## src/pkg/qcl_pkg.sv

```systemverilog
// How it works
// - One 32-bit up/down quadrature-fed counter
// - An edge on one phase alone steps (edges on both at once do not); order sets direction
// - Run bit level: 0 stops, 1 runs
// - Writing 1 to zero strobe clears count
// - Writing 1 to capture strobe latches count
// - Strobes self-clear; run bit changes only when written
// - Captured count reads back as full word
// - Registers sit at the basic counter addresses
`default_nettype none
package qcl_pkg;
	// ****************************************
	// Widths
	// ****************************************
	localparam int QCL_COUNT_W = 32;
	localparam int QCL_ADDR_W = 32;
	localparam int QCL_DATA_W = 32;

	// ****************************************
	// Register map
	// ****************************************
	localparam logic [31:0] QCL_ADDR_CAPTURED = 32'h20400204;
	localparam logic [31:0] QCL_ADDR_RUN = 32'h20400300;
	localparam logic [31:0] QCL_ADDR_ZERO = 32'h20400310;
	localparam logic [31:0] QCL_ADDR_CAPTURE = 32'h20400320;

	// ****************************************
	// Fields and reset values
	// ****************************************
	localparam int QCL_CTRL_BIT = 0;
	localparam logic [31:0] QCL_COUNT_RESET = 32'h00000000;
	localparam logic [31:0] QCL_CAPTURED_RESET = 32'h00000000;
	localparam logic QCL_RUN_RESET = 1'h0;
	localparam logic [31:0] QCL_COUNT_STEP = 32'h00000001;
	localparam logic [30:0] QCL_UPPER_ZERO = 31'h00000000;

	// ****************************************
	// Bus answers
	// ****************************************
	localparam logic [1:0] QCL_RESP_OKAY = 2'h0;
	localparam logic [1:0] QCL_RESP_SLVERR = 2'h2;

	// ****************************************
	// Carriers
	// ****************************************
	typedef struct packed {
		logic step;
		logic up;
	} qcl_step_t;

	typedef struct packed {
		logic run;
		logic zero;
		logic capture;
	} qcl_ctrl_t;
endpackage : qcl_pkg
`default_nettype wire

```

## src/core/qcl_quad_decode.sv

```systemverilog
`default_nettype none
module qcl_quad_decode (
	input wire logic clk_sys,
	input wire logic rst_b,
	input wire logic enc_a,
	input wire logic enc_b,
	output var qcl_pkg::qcl_step_t step_q
);
	// ****************************************
	// Pin synchronisers and phase history
	// ****************************************
	logic a_s1_q, a_s2_q, b_s1_q, b_s2_q, a_p_q, b_p_q;
	qcl_pkg::qcl_step_t step_d;

	always_comb begin
		step_d.step = (a_s2_q ^ a_p_q) ^ (b_s2_q ^ b_p_q);
		step_d.up = a_s2_q ^ b_p_q;
	end

	always_ff @(posedge clk_sys or negedge rst_b) begin
		if (!rst_b) begin
			a_s1_q <= 1'h0;
			a_s2_q <= 1'h0;
			b_s1_q <= 1'h0;
			b_s2_q <= 1'h0;
			a_p_q <= 1'h0;
			b_p_q <= 1'h0;
			step_q <= '0;
		end else begin
			a_s1_q <= enc_a;
			a_s2_q <= a_s1_q;
			b_s1_q <= enc_b;
			b_s2_q <= b_s1_q;
			a_p_q <= a_s2_q;
			b_p_q <= b_s2_q;
			step_q <= step_d;
		end
	end
endmodule // qcl_quad_decode
`default_nettype wire

```

## src/core/qcl_top.sv

```systemverilog
// Decided for this implementation: the AXI4-Lite register port.
`default_nettype none
module qcl_top #(
	parameter int COUNT_W = qcl_pkg::QCL_COUNT_W
) (
	input wire logic clk_sys,
	input wire logic rst_b,
	input wire logic enc_a,
	input wire logic enc_b,
	input wire logic [31:0] s_axi_awaddr,
	input wire logic s_axi_awvalid,
	output var logic s_axi_awready,
	input wire logic [31:0] s_axi_wdata,
	input wire logic [3:0] s_axi_wstrb,
	input wire logic s_axi_wvalid,
	output var logic s_axi_wready,
	output var logic [1:0] s_axi_bresp,
	output var logic s_axi_bvalid,
	input wire logic s_axi_bready,
	input wire logic [31:0] s_axi_araddr,
	input wire logic s_axi_arvalid,
	output var logic s_axi_arready,
	output var logic [31:0] s_axi_rdata,
	output var logic [1:0] s_axi_rresp,
	output var logic s_axi_rvalid,
	input wire logic s_axi_rready
);
	// ****************************************
	// Edge decoder
	// ****************************************
	qcl_pkg::qcl_step_t step;

	qcl_quad_decode u_decode (
		.clk_sys(clk_sys),
		.rst_b(rst_b),
		.enc_a(enc_a),
		.enc_b(enc_b),
		.step_q(step)
	);

	// ****************************************
	// Write channel state
	// ****************************************
	logic awready_q, awready_d;
	logic wready_q, wready_d;
	logic aw_held_q, aw_held_d;
	logic w_held_q, w_held_d;
	logic [31:0] aw_addr_q, aw_addr_d;
	logic [31:0] w_data_q, w_data_d;
	logic w_lane0_q, w_lane0_d;
	logic bvalid_q, bvalid_d;
	logic [1:0] bresp_q, bresp_d;
	logic wr_fire;
	logic wr_bit;

	always_comb begin
		awready_d = awready_q;
		wready_d = wready_q;
		aw_held_d = aw_held_q;
		w_held_d = w_held_q;
		aw_addr_d = aw_addr_q;
		w_data_d = w_data_q;
		w_lane0_d = w_lane0_q;
		bvalid_d = bvalid_q;
		bresp_d = bresp_q;
		wr_fire = aw_held_q && w_held_q && !bvalid_q;
		wr_bit = w_lane0_q && w_data_q[qcl_pkg::QCL_CTRL_BIT];
		if (s_axi_awvalid && awready_q) begin
			aw_held_d = 1'h1;
			awready_d = 1'h0;
			aw_addr_d = s_axi_awaddr;
		end
		if (s_axi_wvalid && wready_q) begin
			w_held_d = 1'h1;
			wready_d = 1'h0;
			w_data_d = s_axi_wdata;
			w_lane0_d = s_axi_wstrb[0];
		end
		if (wr_fire) begin
			aw_held_d = 1'h0;
			w_held_d = 1'h0;
			bvalid_d = 1'h1;
			unique case (aw_addr_q)
				qcl_pkg::QCL_ADDR_CAPTURED,
				qcl_pkg::QCL_ADDR_RUN,
				qcl_pkg::QCL_ADDR_ZERO,
				qcl_pkg::QCL_ADDR_CAPTURE: bresp_d = qcl_pkg::QCL_RESP_OKAY;
				default: bresp_d = qcl_pkg::QCL_RESP_SLVERR;
			endcase
		end
		if (bvalid_q && s_axi_bready) begin
			bvalid_d = 1'h0;
			awready_d = 1'h1;
			wready_d = 1'h1;
		end
	end

	always_ff @(posedge clk_sys or negedge rst_b) begin
		if (!rst_b) begin
			awready_q <= 1'h1;
			wready_q <= 1'h1;
			aw_held_q <= 1'h0;
			w_held_q <= 1'h0;
			aw_addr_q <= 32'h00000000;
			w_data_q <= 32'h00000000;
			w_lane0_q <= 1'h0;
			bvalid_q <= 1'h0;
			bresp_q <= qcl_pkg::QCL_RESP_OKAY;
		end else begin
			awready_q <= awready_d;
			wready_q <= wready_d;
			aw_held_q <= aw_held_d;
			w_held_q <= w_held_d;
			aw_addr_q <= aw_addr_d;
			w_data_q <= w_data_d;
			w_lane0_q <= w_lane0_d;
			bvalid_q <= bvalid_d;
			bresp_q <= bresp_d;
		end
	end

	assign s_axi_awready = awready_q;
	assign s_axi_wready = wready_q;
	assign s_axi_bvalid = bvalid_q;
	assign s_axi_bresp = bresp_q;

	// ****************************************
	// Control bits and strobes
	// ****************************************
	qcl_pkg::qcl_ctrl_t ctrl_q, ctrl_d;

	always_comb begin
		ctrl_d = ctrl_q;
		ctrl_d.zero = 1'h0;
		ctrl_d.capture = 1'h0;
		if (wr_fire && w_lane0_q) begin
			unique case (aw_addr_q)
				qcl_pkg::QCL_ADDR_RUN: ctrl_d.run = w_data_q[qcl_pkg::QCL_CTRL_BIT];
				qcl_pkg::QCL_ADDR_ZERO: ctrl_d.zero = wr_bit;
				qcl_pkg::QCL_ADDR_CAPTURE: ctrl_d.capture = wr_bit;
				default: ctrl_d.run = ctrl_q.run;
			endcase
		end
	end

	always_ff @(posedge clk_sys or negedge rst_b) begin
		if (!rst_b) begin
			ctrl_q.run <= qcl_pkg::QCL_RUN_RESET;
			ctrl_q.zero <= 1'h0;
			ctrl_q.capture <= 1'h0;
		end else begin
			ctrl_q <= ctrl_d;
		end
	end

	// ****************************************
	// Counter and capture latch
	// ****************************************
	logic [COUNT_W-1:0] count_q, count_d;
	logic [COUNT_W-1:0] captured_q, captured_d;

	always_comb begin
		count_d = count_q;
		captured_d = captured_q;
		if (ctrl_q.capture) begin
			captured_d = count_q;
		end
		if (ctrl_q.zero) begin
			count_d = qcl_pkg::QCL_COUNT_RESET[COUNT_W-1:0];
		end else if (ctrl_q.run && step.step) begin
			if (step.up) begin
				count_d = count_q + qcl_pkg::QCL_COUNT_STEP[COUNT_W-1:0];
			end else begin
				count_d = count_q - qcl_pkg::QCL_COUNT_STEP[COUNT_W-1:0];
			end
		end
	end

	always_ff @(posedge clk_sys or negedge rst_b) begin
		if (!rst_b) begin
			count_q <= qcl_pkg::QCL_COUNT_RESET[COUNT_W-1:0];
			captured_q <= qcl_pkg::QCL_CAPTURED_RESET[COUNT_W-1:0];
		end else begin
			count_q <= count_d;
			captured_q <= captured_d;
		end
	end

	// ****************************************
	// Read channel
	// ****************************************
	logic arready_q, arready_d;
	logic rvalid_q, rvalid_d;
	logic [31:0] rdata_q, rdata_d;
	logic [1:0] rresp_q, rresp_d;

	always_comb begin
		arready_d = arready_q;
		rvalid_d = rvalid_q;
		rdata_d = rdata_q;
		rresp_d = rresp_q;
		if (s_axi_arvalid && arready_q) begin
			arready_d = 1'h0;
			rvalid_d = 1'h1;
			rresp_d = qcl_pkg::QCL_RESP_OKAY;
			unique case (s_axi_araddr)
				qcl_pkg::QCL_ADDR_CAPTURED: rdata_d = 32'(captured_q);
				qcl_pkg::QCL_ADDR_RUN: rdata_d = {qcl_pkg::QCL_UPPER_ZERO, ctrl_q.run};
				qcl_pkg::QCL_ADDR_ZERO: rdata_d = {qcl_pkg::QCL_UPPER_ZERO, ctrl_q.zero};
				qcl_pkg::QCL_ADDR_CAPTURE: rdata_d = {qcl_pkg::QCL_UPPER_ZERO, ctrl_q.capture};
				default: begin
					rdata_d = 32'h00000000;
					rresp_d = qcl_pkg::QCL_RESP_SLVERR;
				end
			endcase
		end
		if (rvalid_q && s_axi_rready) begin
			rvalid_d = 1'h0;
			arready_d = 1'h1;
		end
	end

	always_ff @(posedge clk_sys or negedge rst_b) begin
		if (!rst_b) begin
			arready_q <= 1'h1;
			rvalid_q <= 1'h0;
			rdata_q <= 32'h00000000;
			rresp_q <= qcl_pkg::QCL_RESP_OKAY;
		end else begin
			arready_q <= arready_d;
			rvalid_q <= rvalid_d;
			rdata_q <= rdata_d;
			rresp_q <= rresp_d;
		end
	end

	assign s_axi_arready = arready_q;
	assign s_axi_rvalid = rvalid_q;
	assign s_axi_rdata = rdata_q;
	assign s_axi_rresp = rresp_q;
endmodule // qcl_top
`default_nettype wire

```

## config.mk

```make
export PLATFORM = sky130hd
export DESIGN_NAME = qcl_top
export DESIGN_NICKNAME = d
export VERILOG_FILES = /design/src/pkg/qcl_pkg.sv /design/src/core/qcl_quad_decode.sv /design/src/core/qcl_top.sv
export SDC_FILE = /design/constraint.sdc
export NUM_CORES = 1
export LEC_CHECK = 0
export BUFFER_PORTS_ARGS = -buffer_cell sky130_fd_sc_hd__buf_2
export CELL_PAD_IN_SITES_DETAIL_PLACEMENT = 1
export CELL_PAD_IN_SITES_GLOBAL_PLACEMENT = 1
export CORE_MARGIN = 3
export CORE_UTILIZATION = 39
export CTS_CLUSTER_SIZE = 10
export DETAILED_ROUTE_END_ITERATION = 8
export MAX_ROUTING_LAYER = met4
export PLACE_DENSITY = 0.73
export SLEW_MARGIN = 20
export SYNTH_ARGS = -nofsm -noshare
export SYNTH_HDL_FRONTEND = slang
export SYNTH_SLANG_ARGS = --single-unit
```

## constraint.sdc

```tcl
create_clock -name clk_sys -period 3.3 [get_ports clk_sys]
set_clock_uncertainty 0.2 [all_clocks]
set_input_delay 0.99 -clock clk_sys [delete_from_list [all_inputs] [get_ports clk_sys]]
set_output_delay 0.99 -clock clk_sys [all_outputs]
set_load 0.01 [all_outputs]
```

==> results.toml <==
[placed_design]
gp_congestion = 0.876
place_area_um2 = 8390
io_buffers = 113
dpl_worst_slack_ns = 0.0961
hpwlAfterDp_um = 14700

[synthesis]
ys_seq_area_frac = 0.508
ys_ff_latch = 150
ys_types = 62
synth_area_per_cell_um2 = 11.2
ys.flop_type = "dfrtp_1"
synthCells = 662
syn_area_um2 = 7390
synthArstFlopShare = 1.00
synth-edff-count = 0
yosys_warnings = 0

[detailed_routing]
wl_per_cell_um = 19.6
first_pass_iters = 5
detail-route-antenna-nets = 0
vias = 5831
drc = 0
routed_via_density = 5.63
wirelength_um = 20200
drtIter0Drc = 218

[cts]
clockRootBuffer = "clkbuf_16"
clk_pin_slew_ns = 0.07
clock_latency_ns = 0.43
htreeDepth = 4
cts_buffer_depth = 2
cts_sinks = 150
cts_buffers = 17
cts_tree = "built"
hold_buffers = 0

[sta]
timing.final.crit_share = 0.969
hold_violations = 0
fmax_ghz = 0.313
worstMarginPinSlew_ns = 0.773
fin_crit_ns = 3.20
rsz0062_at_grt = "yes"
drv_slew = 0
layout_setup_ws_ns = 0.104
tns_ns = 0
slew_headroom = 0.484
finalSetupViolCount = 0

[grt]
antenna_found_initial = 0
grt.overflow.total = 0
grt_usage = 0.204
grt_pass1_wl_um = 32200
grt_max_degree = 77
grt_pass1_vias = 6297

[pwr]
peakVddDrop_v = 0.000449
p_per_area_nw_per_um2 = 557
leakage_nw = 4.43

[worst_setup_path]
crit_buf_inv = 2
path_cells = "clkinvlp_4 -> buf_4 -> fa_1 -> a21o_1 -> a22o_1 -> a21oi_4 -> o211ai_2 -> a21oi_2 -> o21bai_1 -> or4b_1 -> nand3_1"
cp_data_required_time_ns = 3.47
path_max_fanout = 7
arrival_ns = 3.36
max_stage_delay_ns = 0.47
crit_type = "reg2reg"
crit_family = "compound AO/OA/AOI/OAI gates"
end_kind = "flop"
slowest_stage = "or4b_1"
start_kind = "flop"

[die]
io_pins = 150
dieWidth_um = 144
rows = 49
die-area_um2 = 20600
initial_core_util = 0.405
die_h_um = 144
core_area_um2 = 18300

[finish]
layout-drive-gt1-share = 0.326
n_antenna_cell = 0
finish.utilization = 0.495
stdcell_area_um2 = 9040
nets = 933
area_growth_syn_to_layout_pct = 22.3

[min_path]
hold_class = "reg2reg"

[outcome]
status = "finished clean"

[flow_run]
cap_violations = 0
sequential cells by signal, summed over array words and instances (netlist names), 2 cells and up:
name,cells
u_decode.step_q,2
count_q,32
captured_q,32
s_axi_rdata,32
aw_addr_q,32
ctrl_q,3
worst paths after layout:
path	slack, ns	cells past startpoint	to	from
setup / recovery	0.10	11	count_q[28]	u_decode.step_q[0]
hold / removal	0.16	0	u_decode.b_s2_q	u_decode.b_s1_q
setup reg to reg	0.10	11	count_q[28]	u_decode.step_q[0]
hold reg to reg	0.16	0	u_decode.b_s2_q	u_decode.b_s1_q
max in group asynchronous	1.79	2	s_axi_awready	rst_b
min in group asynchronous	0.39	1	s_axi_rdata[13]	rst_b
worst register-to-register path: stages (launching register included):
cell	delay, ns
dfrtp_1	0.42
clkinvlp_4	0.21
buf_4	0.20
fa_1	0.45
a21o_1	0.21
a22o_1	0.24
a21oi_4	0.16
o211ai_2	0.16
a21oi_2	0.20
o21bai_1	0.11
or4b_1	0.47
nand3_1	0.09
where the power goes:
group	total, mW	internal, mW	switching (mW)
clock network	2.02	1.15	0.867
registers	2.28	2.11	0.172
logic	0.742	0.382	0.360
cell usage after synthesis (all sizes together), types with 9 or more instances:
cell type  instances  area, µm²
a21oi             49        268
nand2             77        289
dfrtp            147       3680
nor4               9       56.3
xnor2             18        158
o21ai             22        110
nor2              16       60.1
ha                30        375
nor4b              9       78.8
clkbuf            24       90.1
nor3              10       50.1
buf                9       41.3
inv               12       45.0
a22o              32        280
a21o              20        150
mux2              68        766
nand3             13       65.1
repair_timing:
action / CTS / global route
gates resized for setup: 0 / 9
buffers inserted: 0 / 0
endpoints found under the setup margin: 0 / 5
hold endpoints to repair: 0 / 0
metrics by stage:
step	cells	power [mW]	hold slack, ns
after floorplan	663	2.74	0.131
after global placement	1003	2.97	0.133
after detailed placement	1003	3.05	0.139
after CTS	1035	5.09	0.161
after global routing	1035	5.26	0.169
final	1035	5.04	0.162
cell type report:
class / count / area [µm²]
clock buffer: 17 / 425
clock inverter: 15 / 185
fill: 1973 / 9230
inverter: 12 / 48.8
multi-input combinational: 468 / 3500
sequential: 150 / 3760
tap: 229 / 287
timing repair buffer: 144 / 833
placed cells by master (no fill, tap or decap), types with 5 or more instances in the layout:
cell / Yosys / layout
buf_2: 0 / 112
a21o_1: 20 / 20
nand4_1: 8 / 8
mux2_2: 67 / 67
a31oi_1: 8 / 8
inv_1: 12 / 11
o21bai_1: 6 / 6
a21oi_1: 45 / 44
a211oi_1: 5 / 5
nor4b_1: 9 / 9
nand3_1: 13 / 13
xor2_1: 7 / 7
dfrtp_1: 147 / 147
nor2_1: 16 / 16
buf_4: 2 / 28
nor4_1: 9 / 9
a22o_1: 32 / 32
nor3_1: 10 / 9
clkbuf_16: 0 / 17
clkinv_4: 0 / 5
inv_8: 0 / 5
nand2_1: 77 / 77
nor2b_1: 5 / 5
ha_1: 30 / 28
xnor2_1: 18 / 18
o21ai_0: 19 / 18
layer usage:
layer,vias to the layer above,GRT usage,wire [µm]
met5,-,-,0
met4,0,0.0644,328
met3,25,0.0339,491
met2,91,0.353,10700
met1,3010,0.244,8760
li1,2705,-,-
logic make-up after synthesis:
family	Yosys count	synth area share
fa+ha+maj	31	0.0535
simple gates	168	0.113
xor+xnor	25	0.0296
flops	150	0.508
other cells	1	0.000507
mux	72	0.109
buf+inv	45	0.0239
compound gates	170	0.162
(Power assumes the default switching activity.)
